===== src/common/dmapg_defs.svh =====
/*
 * Constants of the DMA ping-pong / scatter-gather channel sequencer:
 * control-table layout, control-word fields, mode codes and register offsets.
 * Assumes a byte-addressed 32-bit system memory bus.
 */
`ifndef DMAPG_DEFS_SVH
`define DMAPG_DEFS_SVH

// control structure layout inside one 16-byte entry
`define DMAPG_OFS_SRC_END 4'h0
`define DMAPG_OFS_DST_END 4'h4
`define DMAPG_OFS_CTL 4'h8
`define DMAPG_STRUCT_SHIFT 4
`define DMAPG_ALT_OFS 10'h200
`define DMAPG_BASE_ZERO 10'h000
`define DMAPG_WORD_STEP 4'h4

// control word fields
`define DMAPG_F_DSTINC 31:30
`define DMAPG_F_DSTSIZE 29:28
`define DMAPG_F_SRCINC 27:26
`define DMAPG_F_SRCSIZE 25:24
`define DMAPG_F_HIGH 31:14
`define DMAPG_F_CNT 13:4
`define DMAPG_F_BURST 3
`define DMAPG_F_MODE 2:0

// transfer modes
`define DMAPG_M_STOP 3'h0
`define DMAPG_M_BASIC 3'h1
`define DMAPG_M_AUTO 3'h2
`define DMAPG_M_PINGPONG 3'h3
`define DMAPG_M_MSG_PRI 3'h4
`define DMAPG_M_MSG_ALT 3'h5
`define DMAPG_M_PSG_PRI 3'h6
`define DMAPG_M_PSG_ALT 3'h7

// sizes and increments
`define DMAPG_SIZE_WORD 2'h2
`define DMAPG_INC_NONE 2'h3
`define DMAPG_CNT_ZERO 10'h000
`define DMAPG_CNT_ONE 10'h001
`define DMAPG_FETCH_LAST 2'h2
`define DMAPG_COPY_LAST 2'h3

// register map (byte offsets)
`define DMAPG_REG_BASE 8'h00
`define DMAPG_REG_CTRL 8'h04
`define DMAPG_REG_SWREQ 8'h08
`define DMAPG_REG_STATUS 8'h0C
`define DMAPG_CTRL_EN 0
`define DMAPG_CTRL_ALT 1
`define DMAPG_SWREQ_BIT 0
`define DMAPG_BASE_LSB 10

`endif


===== src/common/dmapg_pkg.sv =====
/*
 * Types shared by the channel sequencer files.
 * Assumes dmapg_defs.svh is on the include path.
 */
package dmapg_pkg;
	typedef enum logic [2:0] {st_idle, st_fetch, st_check, st_read, st_write, st_wback, st_next} dmapg_state_t;
	typedef enum logic [1:0] {end_pause, end_copy, end_done} dmapg_end_t;
	typedef logic [2:0] dmapg_mode_t;
endpackage


===== src/rtl/dmapg_addr.sv =====
/*
 * Element address from an inclusive end pointer, the remaining-count field
 * and the increment code. Assumes count holds items left minus one.
 */
`timescale 1ns/1ns
`include "dmapg_defs.svh"

module dmapg_addr
	import dmapg_pkg::*;
(
	// structure fields
	input wire logic [31:0] end_ptr,
	input wire logic [9:0] count,
	input wire logic [1:0] inc,
	// element address
	output logic [31:0] addr
);
	// fixed address keeps the end pointer; otherwise step back from the end
	wire [31:0] back = {22'h000000, count} << inc;
	assign addr = (inc == `DMAPG_INC_NONE) ? end_ptr : end_ptr - back;
endmodule


===== src/rtl/dmapg_chan.sv =====
/*
 * One DMA channel sequencer: ping-pong, memory and peripheral scatter-gather,
 * basic and auto runs, reading its control structures from system memory.
 * Assumes a memory slave that answers each held request with a one-cycle ack,
 * and a peripheral request on the same clock.
 */
// Design decisions made here: the plain strobed port and the register addresses.
// Overview of operation
// - ping-pong uses both structures, starting with the primary one.
// - primary done in ping-pong fetches alternate and continues without software.
// - each ping-pong switch pulses an event; software reloads the finished structure.
// - ping-pong keeps alternating while software keeps reloading structures.
// - memory scatter-gather primary copies list entries into the alternate structure.
// - copy one entry per phase, alternating copy and execute phases.
// - a basic-mode entry ends the list; channel stops after it.
// - completion event only after the final task, never intermediate ones.
// - a last entry rewriting the primary structure loops the list.
// - software trigger writes count as normal channel requests.
// - one request runs a whole memory scatter-gather list.
// - each peripheral request copies one entry then runs that transfer.
// - peripheral scatter-gather waits for a fresh request between tasks.
// - element sizes of byte, half-word and word.
// - independent source and destination increments, or fixed address.
// - structures are 16 bytes: source end, destination end, control, unused.
// - primaries fill the first table half, alternates start at 0x200.
// - control word written back; completion leaves count zero and stop mode.
// - basic mode outside a list run moves items only while a request is present, then stops.
`timescale 1ns/1ns
`include "dmapg_defs.svh"

module dmapg_chan
	import dmapg_pkg::*;
#(
	parameter int CHAN = 0
)
(
	// clock and reset
	input wire logic mclk,
	input wire logic reset,
	// register port
	input wire logic [7:0] reg_addr,
	input wire logic [31:0] reg_wdata,
	input wire logic reg_wr,
	input wire logic reg_rd,
	output logic [31:0] reg_rdata,
	// system memory bus master
	output logic mem_req,
	output logic mem_we,
	output logic [31:0] mem_addr,
	output logic [1:0] mem_size,
	output logic [31:0] mem_wdata,
	input wire logic mem_ack,
	input wire logic [31:0] mem_rdata,
	// peripheral request and events
	input wire logic dma_req,
	output logic done_pulse,
	output logic switch_pulse,
	output logic chan_active
);
	localparam logic [9:0] CHAN_OFS = 10'(CHAN << `DMAPG_STRUCT_SHIFT);

	dmapg_state_t state;
	dmapg_end_t end_kind;
	dmapg_mode_t mode;
	logic [21:0] tbl_base;
	logic chan_en;
	logic alt_sel;
	logic running;
	logic sw_pend;
	logic [1:0] fidx;
	logic [1:0] copies;
	logic [31:0] src_end;
	logic [31:0] dst_end;
	logic [31:0] ctl;
	logic [9:0] cnt;
	logic [31:0] elem;

	// register decode
	wire wr_base = reg_wr && (reg_addr == `DMAPG_REG_BASE);
	wire wr_ctrl = reg_wr && (reg_addr == `DMAPG_REG_CTRL);
	wire wr_swreq = reg_wr && (reg_addr == `DMAPG_REG_SWREQ) && reg_wdata[`DMAPG_SWREQ_BIT];
	wire busy = (state != st_idle);
	wire [31:0] status_word = {12'h000, busy, running, alt_sel, chan_en, 2'h0, cnt, 1'b0, mode};
	wire [31:0] ctrl_word = {30'h00000000, alt_sel, chan_en};
	wire [31:0] rd_mux = (reg_addr == `DMAPG_REG_BASE) ? {tbl_base, `DMAPG_BASE_ZERO} :
		(reg_addr == `DMAPG_REG_CTRL) ? ctrl_word :
		(reg_addr == `DMAPG_REG_STATUS) ? status_word : 32'h00000000;

	// a software trigger is just another request to the channel
	wire req_in = dma_req || sw_pend;

	// structure base: primaries in the lower half, alternates above
	wire [9:0] half_ofs = alt_sel ? `DMAPG_ALT_OFS : `DMAPG_BASE_ZERO;
	wire [31:0] struct_addr = {tbl_base, half_ofs | CHAN_OFS};
	wire [31:0] fetch_addr = struct_addr + {28'h0000000, fidx, 2'h0};
	wire [31:0] ctl_addr = struct_addr + {28'h0000000, `DMAPG_OFS_CTL};

	// mode decoding of the fetched control word
	wire [2:0] f_mode = ctl[`DMAPG_F_MODE];
	wire is_sg_pri = (mode == `DMAPG_M_MSG_PRI) || (mode == `DMAPG_M_PSG_PRI);
	// basic and ping-pong move one item per present request; inside a run they finish
	wire need_req = ((mode == `DMAPG_M_BASIC) || (mode == `DMAPG_M_PINGPONG)) && !running;
	wire last_elem = (cnt == `DMAPG_CNT_ZERO);
	wire copy_full = is_sg_pri && (copies == `DMAPG_COPY_LAST);
	// start condition: memory runs continue on their own, others need a request
	wire go = chan_en && (req_in || running);

	// element addresses; size comes from the source field only
	wire [31:0] src_addr;
	wire [31:0] dst_addr;
	wire [1:0] elem_size = ctl[`DMAPG_F_SRCSIZE];
	// a copy phase only ever lands in the four words of the alternate structure,
	// so its destination steps by the word index within the entry, not the whole count
	wire [9:0] dst_cnt = is_sg_pri ? {8'h00, cnt[1:0]} : cnt;

	dmapg_addr u_src
	(
		.end_ptr(src_end),
		.count(cnt),
		.inc(ctl[`DMAPG_F_SRCINC]),
		.addr(src_addr)
	);

	dmapg_addr u_dst
	(
		.end_ptr(dst_end),
		.count(dst_cnt),
		.inc(ctl[`DMAPG_F_DSTINC]),
		.addr(dst_addr)
	);

	// control word written back: completion leaves count zero and stop
	wire [2:0] wb_mode = (end_kind == end_pause) ? mode : `DMAPG_M_STOP;
	wire [31:0] wb_word = (end_kind == end_copy && !last_elem) ?
		{ctl[`DMAPG_F_HIGH], cnt, ctl[`DMAPG_F_BURST], mode} :
		{ctl[`DMAPG_F_HIGH], cnt, ctl[`DMAPG_F_BURST], wb_mode};

	// register read data stands for one cycle only
	always_ff @(posedge mclk)
	begin
		if (reset)
			reg_rdata <= 32'h00000000;
		else
			reg_rdata <= reg_rd ? rd_mux : 32'h00000000;
	end

	// table base, written by software only
	always_ff @(posedge mclk)
	begin
		if (reset)
			tbl_base <= 22'h000000;
		else if (wr_base)
			tbl_base <= reg_wdata[31:`DMAPG_BASE_LSB];
	end

	// pending software request: a new write wins over consumption
	always_ff @(posedge mclk)
	begin
		if (reset)
			sw_pend <= 1'b0;
		else if (wr_swreq)
			sw_pend <= 1'b1;
		else if (state == st_read && !mem_req)
			sw_pend <= 1'b0;
	end

	// main sequencer
	always_ff @(posedge mclk)
	begin
		if (reset)
		begin
			state <= st_idle;
			end_kind <= end_pause;
			mode <= `DMAPG_M_STOP;
			chan_en <= 1'b0;
			alt_sel <= 1'b0;
			running <= 1'b0;
			fidx <= 2'h0;
			copies <= 2'h0;
			src_end <= 32'h00000000;
			dst_end <= 32'h00000000;
			ctl <= 32'h00000000;
			cnt <= `DMAPG_CNT_ZERO;
			elem <= 32'h00000000;
			mem_req <= 1'b0;
			mem_we <= 1'b0;
			mem_addr <= 32'h00000000;
			mem_size <= `DMAPG_SIZE_WORD;
			mem_wdata <= 32'h00000000;
			done_pulse <= 1'b0;
			switch_pulse <= 1'b0;
			chan_active <= 1'b0;
		end
		else
		begin
			done_pulse <= 1'b0;
			switch_pulse <= 1'b0;
			chan_active <= busy;
			// software enable and structure select; only taken while idle
			if (wr_ctrl && state == st_idle)
			begin
				chan_en <= reg_wdata[`DMAPG_CTRL_EN];
				alt_sel <= reg_wdata[`DMAPG_CTRL_ALT];
				if (!reg_wdata[`DMAPG_CTRL_EN])
					running <= 1'b0;
			end
			case (state)
				st_idle:
				begin
					fidx <= 2'h0;
					if (go && !wr_ctrl)
						state <= st_fetch;
				end
				// read source end, destination end, control word
				st_fetch:
				begin
					if (!mem_req)
					begin
						mem_req <= 1'b1;
						mem_we <= 1'b0;
						mem_size <= `DMAPG_SIZE_WORD;
						mem_addr <= fetch_addr;
					end
					else if (mem_ack)
					begin
						mem_req <= 1'b0;
						fidx <= fidx + 2'h1;
						if (fidx == 2'h0)
							src_end <= mem_rdata;
						else if (fidx == 2'h1)
							dst_end <= mem_rdata;
						else
							ctl <= mem_rdata;
						if (fidx == `DMAPG_FETCH_LAST)
							state <= st_check;
					end
				end
				st_check:
				begin
					mode <= f_mode;
					cnt <= ctl[`DMAPG_F_CNT];
					copies <= 2'h0;
					// stop mode: channel disables itself, run ends here
					if (f_mode == `DMAPG_M_STOP)
					begin
						chan_en <= 1'b0;
						running <= 1'b0;
						done_pulse <= running;
						state <= st_idle;
					end
					else
					begin
						// auto and memory lists keep going without new requests
						if (f_mode == `DMAPG_M_AUTO || f_mode == `DMAPG_M_MSG_PRI)
							running <= 1'b1;
						// a peripheral list entry is fetched only on request, then run
						if (f_mode == `DMAPG_M_PSG_PRI || f_mode == `DMAPG_M_PSG_ALT)
							running <= 1'b1;
						state <= st_read;
					end
				end
				// read one element from the source
				st_read:
				begin
					if (!mem_req)
					begin
						if (need_req && !req_in)
						begin
							end_kind <= end_pause;
							state <= st_wback;
						end
						else
						begin
							mem_req <= 1'b1;
							mem_we <= 1'b0;
							mem_size <= is_sg_pri ? `DMAPG_SIZE_WORD : elem_size;
							mem_addr <= src_addr;
						end
					end
					else if (mem_ack)
					begin
						mem_req <= 1'b0;
						elem <= mem_rdata;
						state <= st_write;
					end
				end
				// write it to the destination; a copy phase lands in the alternate
				st_write:
				begin
					if (!mem_req)
					begin
						mem_req <= 1'b1;
						mem_we <= 1'b1;
						mem_addr <= dst_addr;
						mem_wdata <= elem;
					end
					else if (mem_ack)
					begin
						mem_req <= 1'b0;
						mem_we <= 1'b0;
						copies <= copies + 2'h1;
						if (last_elem)
						begin
							end_kind <= is_sg_pri ? end_copy : end_done;
							state <= st_wback;
						end
						else
						begin
							cnt <= cnt - `DMAPG_CNT_ONE;
							if (copy_full)
							begin
								end_kind <= end_copy;
								state <= st_wback;
							end
							else
								state <= st_read;
						end
					end
				end
				// write back count and mode of the active structure
				st_wback:
				begin
					if (!mem_req)
					begin
						mem_req <= 1'b1;
						mem_we <= 1'b1;
						mem_size <= `DMAPG_SIZE_WORD;
						mem_addr <= ctl_addr;
						mem_wdata <= wb_word;
					end
					else if (mem_ack)
					begin
						mem_req <= 1'b0;
						mem_we <= 1'b0;
						state <= st_next;
					end
				end
				// choose what follows the finished phase
				st_next:
				begin
					fidx <= 2'h0;
					state <= st_fetch;
					if (end_kind == end_pause)
						state <= st_idle;
					else if (end_kind == end_copy)
						alt_sel <= 1'b1;
					else
					begin
						case (mode)
							`DMAPG_M_PINGPONG:
							begin
								alt_sel <= !alt_sel;
								switch_pulse <= 1'b1;
							end
							`DMAPG_M_MSG_ALT:
								alt_sel <= 1'b0;
							`DMAPG_M_PSG_ALT:
							begin
								alt_sel <= 1'b0;
								running <= 1'b0;
								state <= st_idle;
							end
							default:
							begin
								// basic or auto: final transfer, list end included
								chan_en <= 1'b0;
								running <= 1'b0;
								alt_sel <= 1'b0;
								done_pulse <= 1'b1;
								state <= st_idle;
							end
						endcase
					end
				end
				default:
					state <= st_idle;
			endcase
		end
	end
endmodule


===== config.mk =====
export PLATFORM = sky130hd
export DESIGN_NAME = dmapg_chan
export DESIGN_NICKNAME = d
export VERILOG_FILES = /design/src/common/dmapg_pkg.sv /design/src/rtl/dmapg_addr.sv /design/src/rtl/dmapg_chan.sv
export VERILOG_INCLUDE_DIRS = /design/src /design/src/common
export SDC_FILE = /design/constraint.sdc
export NUM_CORES = 1
export LEC_CHECK = 0
export BUFFER_PORTS_ARGS = -buffer_cell sky130_fd_sc_hd__buf_2
export CAP_MARGIN = 20
export CORE_ASPECT_RATIO = 1.25
export CORE_MARGIN = 3
export CORE_UTILIZATION = 53
export DETAILED_ROUTE_END_ITERATION = 10
export PLACE_DENSITY = 0.83
export SKIP_CTS_REPAIR_TIMING = 1
export SLEW_MARGIN = 20
export SYNTH_ARGS = -nofsm -noshare
export SYNTH_HDL_FRONTEND = slang
export SYNTH_SLANG_ARGS = --single-unit

===== constraint.sdc =====
create_clock -name mclk -period 3.7 [get_ports mclk]
set_clock_uncertainty 0.15 [all_clocks]
set_input_delay 0.555 -clock mclk [delete_from_list [all_inputs] [get_ports mclk]]
set_output_delay 0.555 -clock mclk [all_outputs]
set_load 0.1 [all_outputs]

# == Yosys cells after proc, flatten, opt, wreduce, memory -nomap -nowiden ==
# Cells that the tools add are included.
# word_totals
ff_bits,279
inputBits,78
out_inout_bits,103
# classes
add_sub_neg,7
n_eq_ne,45
n_shift,2
n_mux,98
n_bitwise,5
n_reduce_logical,64
# op_table
op,n
32-bit two-way mux,10
32-bit one-hot mux with 4 select lines,1
32-bit one-hot mux with 2 select lines,1
10-bit by 2-bit << shifter with 32-bit output,2
32-bit subtractor,2
10-bit two-way mux,5
3-bit two-way mux,15
20-bit two-way mux,2
1-bit two-way mux,37
32-bit by 4-bit adder with 32-bit output,1
"32-bit by 4-bit adder with 32-bit output, second input constant",1
2-bit two-way mux,16
"3-bit equality test, second input constant",10
"2-bit != test, second input constant",14
3-bit one-hot mux with 7 select lines,1
10-bit one-hot mux with 2 select lines,1
"8-bit by 4-bit equality test with 1-bit output, second input constant",2
2-bit one-hot mux with 2 select lines,4
5-bit AND reduction,3
2-bit nonzero test,7
"3-bit by 2-bit equality test with 1-bit output, second input constant",4
1-bit logical AND,12
3-bit AND reduction,4
4-bit AND reduction,3
26 further kinds,63

# == Longest topological paths before layout ==
# depth
ltp_word,8
mapped_depth,15
ltp_nobuf,13

# == Cells and area by module ==
# Synthesis repeated with hierarchy kept, for this count alone.
# unflattened
cells_unflattened,1829
area_unflattened_um2,14532.7
# modules_own_cells
mod,instances,cells_each,area_each_um2,seq_area_each_um2
dmapg_chan,1,1376,11577.4,5565.3
dmapg_addr (u_dst),1,237,1551.5,0.0
dmapg_addr (u_src),1,216,1403.8,0.0

# == Least setup slack after synthesis ==
# Ideal clock, no wire load.
# synth_timing
path_kind,reg-to-reg
start,register ctl[27]
end,register mem_addr[14]
setup_time_ps,134
arrival_ps,3437
slack_ps,-21
stages_incl_launch_ff,14
path_buffers,4
period_less_slack_ps,3721
cell_sequence,dfxtp_1 clkbuf_1 and2_0 clkbuf_1 clkbuf_1 nand2_1 ha_1 clkbuf_1 nand4b_1 or4_1 and2_1 mux2_2 a21oi_1 a211oi_1
# synth_between
elab_chain_cells,6
# synth_rtl
element,line,text
from (decl),dmapg_chan.sv:74,logic [31:0] ctl;
from (signal assigned),dmapg_chan.sv:233,ctl <= mem_rdata;
10-bit by 2-bit << shifter with 32-bit output,dmapg_addr.sv:19,"wire [31:0] back = {22'h000000, count} << inc;"
32-bit subtractor,dmapg_addr.sv:20,assign addr = (inc == `DMAPG_INC_NONE) ? end_ptr : end_ptr - back;
32-bit two-way mux *,dmapg_addr.sv:20,
32-bit two-way mux *,dmapg_chan.sv:267,if (need_req && !req_in)
32-bit two-way mux *,dmapg_chan.sv:265,if (!mem_req)
32-bit one-hot mux with 4 select lines *,dmapg_chan.sv:207,case (state)
to (signal assigned),dmapg_chan.sv:222,mem_addr <= fetch_addr;
to (signal assigned),dmapg_chan.sv:277,mem_addr <= src_addr;
to (signal assigned),dmapg_chan.sv:294,mem_addr <= dst_addr;
to (decl),dmapg_chan.sv:49,"output logic [31:0] mem_addr,"
# Mark *: on every way between the ends. The rest lies on a longest branch, timed or not. The select of a mux whose other input is x is not followed.
# A chain may end at the register's enable or synchronous reset.

# == Worst setup path after layout ==
# layout_timing
start,register ctl[26]
end,register mem_addr[30]
# Same word-level chain as after synthesis.

==> out/qor.txt <==
worst vdd ir -> 0.5356 mV
vias in the first global route -> 13820
fraction of synthesized cell area in xor and xnor cells -> 1.970%
adder-cell share of the synthesized area -> 3.096%
Synth async-reset ratio -> 0%
core area -> 26260 um2
Post-synth EDFFs -> 0
reg2reg start -> ctl[26]
Worst Tran Pin Value -> 1.098 ns
worst hold path type -> in -> reg
first-pass GRT wire length -> 74960 um
Final period util -> 96.13%
Critical Path Most Common Cell -> nand2_1
critical path class -> reg -> reg
Nets -> 2139
Pwr per Cell Area -> 490.3 nW/um2
critical path's largest stage delay -> 0.55 ns
HP Start -> reg_wdata[18]
CP Cell Sequence -> buf_4 > mux2_2 > nand2_1 > ha_1 > a21o_1 > a211o_1 > nor3_1 > nand2_1 > or4_1 > a31oi_1 > a311oi_1
mux cell area share after synthesis -> 4.970%
area added between synthesis and finish -> 18.79%
max-cap violations -> 0
post-place instance area -> 15900 um2
Final setup violation count -> 0
# diodes -> 0
Simple-Gate Fraction of Synth Area -> 24.36%
Final GP Congestion -> 1.003
Worst Path Max Fanout -> 8
top layer in use -> met4
Slew HR -> 26.50%
Crit path arrival time -> 3.83 ns
DR WL/cell -> 20.11 um
WL final -> 48050 um
share of cells above drive strength 1 -> 18.74%
endpoint class of the critical path -> flip-flop
clk_lat worst skew -> 0.57 ns
Max Transition Viols Final -> 0
drt first pass iters -> 6
clock sinks -> 278
# H-tree levels -> 1
port bufs -> 171
leakage power -> 0.006601 uW
max frequency -> 281.2 MHz
post-synthesis compound-gate area fraction -> 21.69%
syn_nets -> 1963
Via Count -> 14490
Final Total Pwr -> 8285 uW
Required @ worst endpoint -> 3.98 ns
Final HPWL DP -> 35220 um
DRC -> 0
Synth Register Bits -> 278
CTS tree -> built
largest net degree at the start of global routing -> 139
fill count -> 2298
Syn Std Cell Area -> 14220 um2
Initial Utilization -> 54.16%
TritonCTS Buffers -> 28
Most used DFF post-synth -> dfxtp_1
deepest clock path buffer count -> 3
Root Driver -> clkbuf_16
io pins -> 181
largest family of logic cells by synthesized area -> simple AND/OR/NAND/NOR gates
fin crit period -> 3.557 ns
Global Route Usage Sum -> 31.99%
initial drt markers -> 1307
outcome -> complete, no violations
routed vias/inst -> 6.067
Worst Reg2Reg Path Length in Cells -> 11
Mapped Avg Cell Area -> 7.684 um2
startpoint types -> flip-flop
hold path depth -> 3
r2r setup slk -> 0.14 ns
YS warnings -> 0
met2 WL -> 22600 um
Final Hold Vio Count -> 0
Die Span X -> 152.5 um
clk slew on worst S/H paths -> 0.07 ns
Worst Hold End -> tbl_base[8]
Synth Instances -> 1851
Die Ht -> 189.2 um
register area share after synthesis -> 39.13%
Die Area -> 28850 um2
Synth cell types -> 80
Crit-path slowest cell -> or4_1
Rows -> 66
RR Endpoint -> mem_addr[30]
post-route ant nets -> 0
Congestion Overflow GR -> 0
wl on met1 -> 19690 um
WL met3 -> 3877 um
initial antenna violation count -> 0
final instance area -> 16900 um2
RSZ-0062 raised after global routing -> no
==> per-layer routing <==
| layer | track usage [%] | vias up |
|---|---|---|
| met4 | 12.89 | 0 |
| met1 | 41.34 | 6811 |
| li1 | - | 6888 |
| met3 | 4.412 | 116 |
| met5 | 0 | - |
| met2 | 54.28 | 679 |
==> cells by family (layout without fill, tap and decap cells) <==
group	after synthesis	after routing
and+or+nand+nor	776	776
AOI/OAI and AO/OA	491	491
DFF	278	278
buffers and inverters	172	370
muxes	67	67
adders and majority gates	34	34
xor gates and xnor gates	32	32
other	1	1
==> critical path, delay by kind of cell, from the launching register on <==
kind            cells  cell delay, ns
compound gates      4            0.82
buf+inv             1            0.16
fa+ha+maj           1            0.25
flops               1            0.43
mux                 1            0.32
simple gates        4            1.28
==> where the power goes <==
part           switching [uW]  total, uW  internal (uW)
sequential               95.8       3210           3110
clock                    1290       2910           1620
combinational            1630       2170            536
==> synth_stat cells, drive strengths merged (5+ instances only) <==
cell	n	area share [%]
a2111oi	5	0.31
a31oi	13	0.57
a21oi	213	7.5
buf	14	0.59
inv	27	0.71
nor2b	11	0.48
a311oi	32	2.0
o211ai	9	0.47
nand2	371	9.8
nand3	48	1.7
nor2	179	4.7
or3	13	0.57
a221oi	6	0.37
o21ai	74	2.6
nor3	47	1.7
a22o	13	0.80
dfxtp	278	39
and2	30	1.3
clkbuf	129	3.4
a211oi	40	2.1
and3	12	0.53
nor4	14	0.70
nand4	11	0.48
xor2	13	0.80
a22oi	16	0.84
o22ai	5	0.22
a21o	11	0.58
ha	32	2.8
mux2	9	0.71
o21bai	6	0.32
or4	10	0.58
mux2i	56	3.9
nand2b	9	0.40
xnor2	19	1.2
a211o	8	0.49
==> through the flow <==
step                      setup TNS (ns)  worst slack, ns  instances  hold WS, ns  util, %
after detailed placement        -0.03603         -0.03038       2337       0.2830    60.56
after floorplan                        0           0.1266       1851       0.2832        -
after global placement                 0          0.02129       2337       0.2760    60.56
final                                  0           0.1433       2389      0.07348    64.34
after CTS                       -0.03354         -0.03018       2389      0.06424    64.15
after global routing                   0         0.003647       2389      0.07346    64.34
==> cell type report <==
class	instances	area (um2)	share of cell area (%)
Timing Repair Buffer	289	1785	10.57
Tap cell	340	425.4	2.518
Clock buffer	32	755.7	4.473
Clock inverter	20	185.2	1.096
Multi-Input combinational cell	1401	8059	47.70
Sequential cell	278	5577	33.01
Inverter	29	108.9	0.6443
==> how the worst max path moves through the flow <==
| stage | to | from | cells after the start |
|---|---|---|---|
| after floorplan | mem_addr[14] | ctl[27] | 13 |
| after global placement | mem_addr[30] | ctl[30] | 12 |
| after detailed placement | mem_addr[30] | ctl[30] | 12 |
| after CTS | mem_addr[30] | ctl[30] | 12 |
| after global routing | mem_addr[23] | mode[2] | 14 |
| final | mem_addr[30] | ctl[26] | 11 |
==> cell usage in the layout (no fill, tap or decap), drive strengths merged, types with 10 or more instances in the layout <==
cell / Yosys / routed
nor3: 47 / 47
or3: 13 / 13
a21oi: 213 / 213
a311oi: 32 / 32
or4: 10 / 10
dfxtp: 278 / 278
nor2: 179 / 179
and3: 12 / 12
a22oi: 16 / 16
mux2i: 56 / 56
a211oi: 40 / 40
xnor2: 19 / 19
clkbuf: 129 / 32
and2: 30 / 30
o21ai: 74 / 74
inv: 27 / 27
nand2: 371 / 371
ha: 32 / 32
a31oi: 13 / 13
clkinv: 2 / 15
a21o: 11 / 11
buf: 14 / 289
nand4: 11 / 11
xor2: 13 / 13
a22o: 13 / 13
nor4: 14 / 14
nand3: 48 / 48
nor2b: 11 / 11
==> sequential cells by signal (all words and copies together), names as in the netlist, 2 cells and up <==
signal     cells
src_end       32
mem_size       2
fidx           2
cnt           10
mode           3
mem_addr      32
end_kind       2
reg_rdata     31
mem_wdata     32
dst_end       32
tbl_base      22
elem          32
copies         2
ctl           32
state          3
No activity file was read; power rests on OpenSTA's default activity.
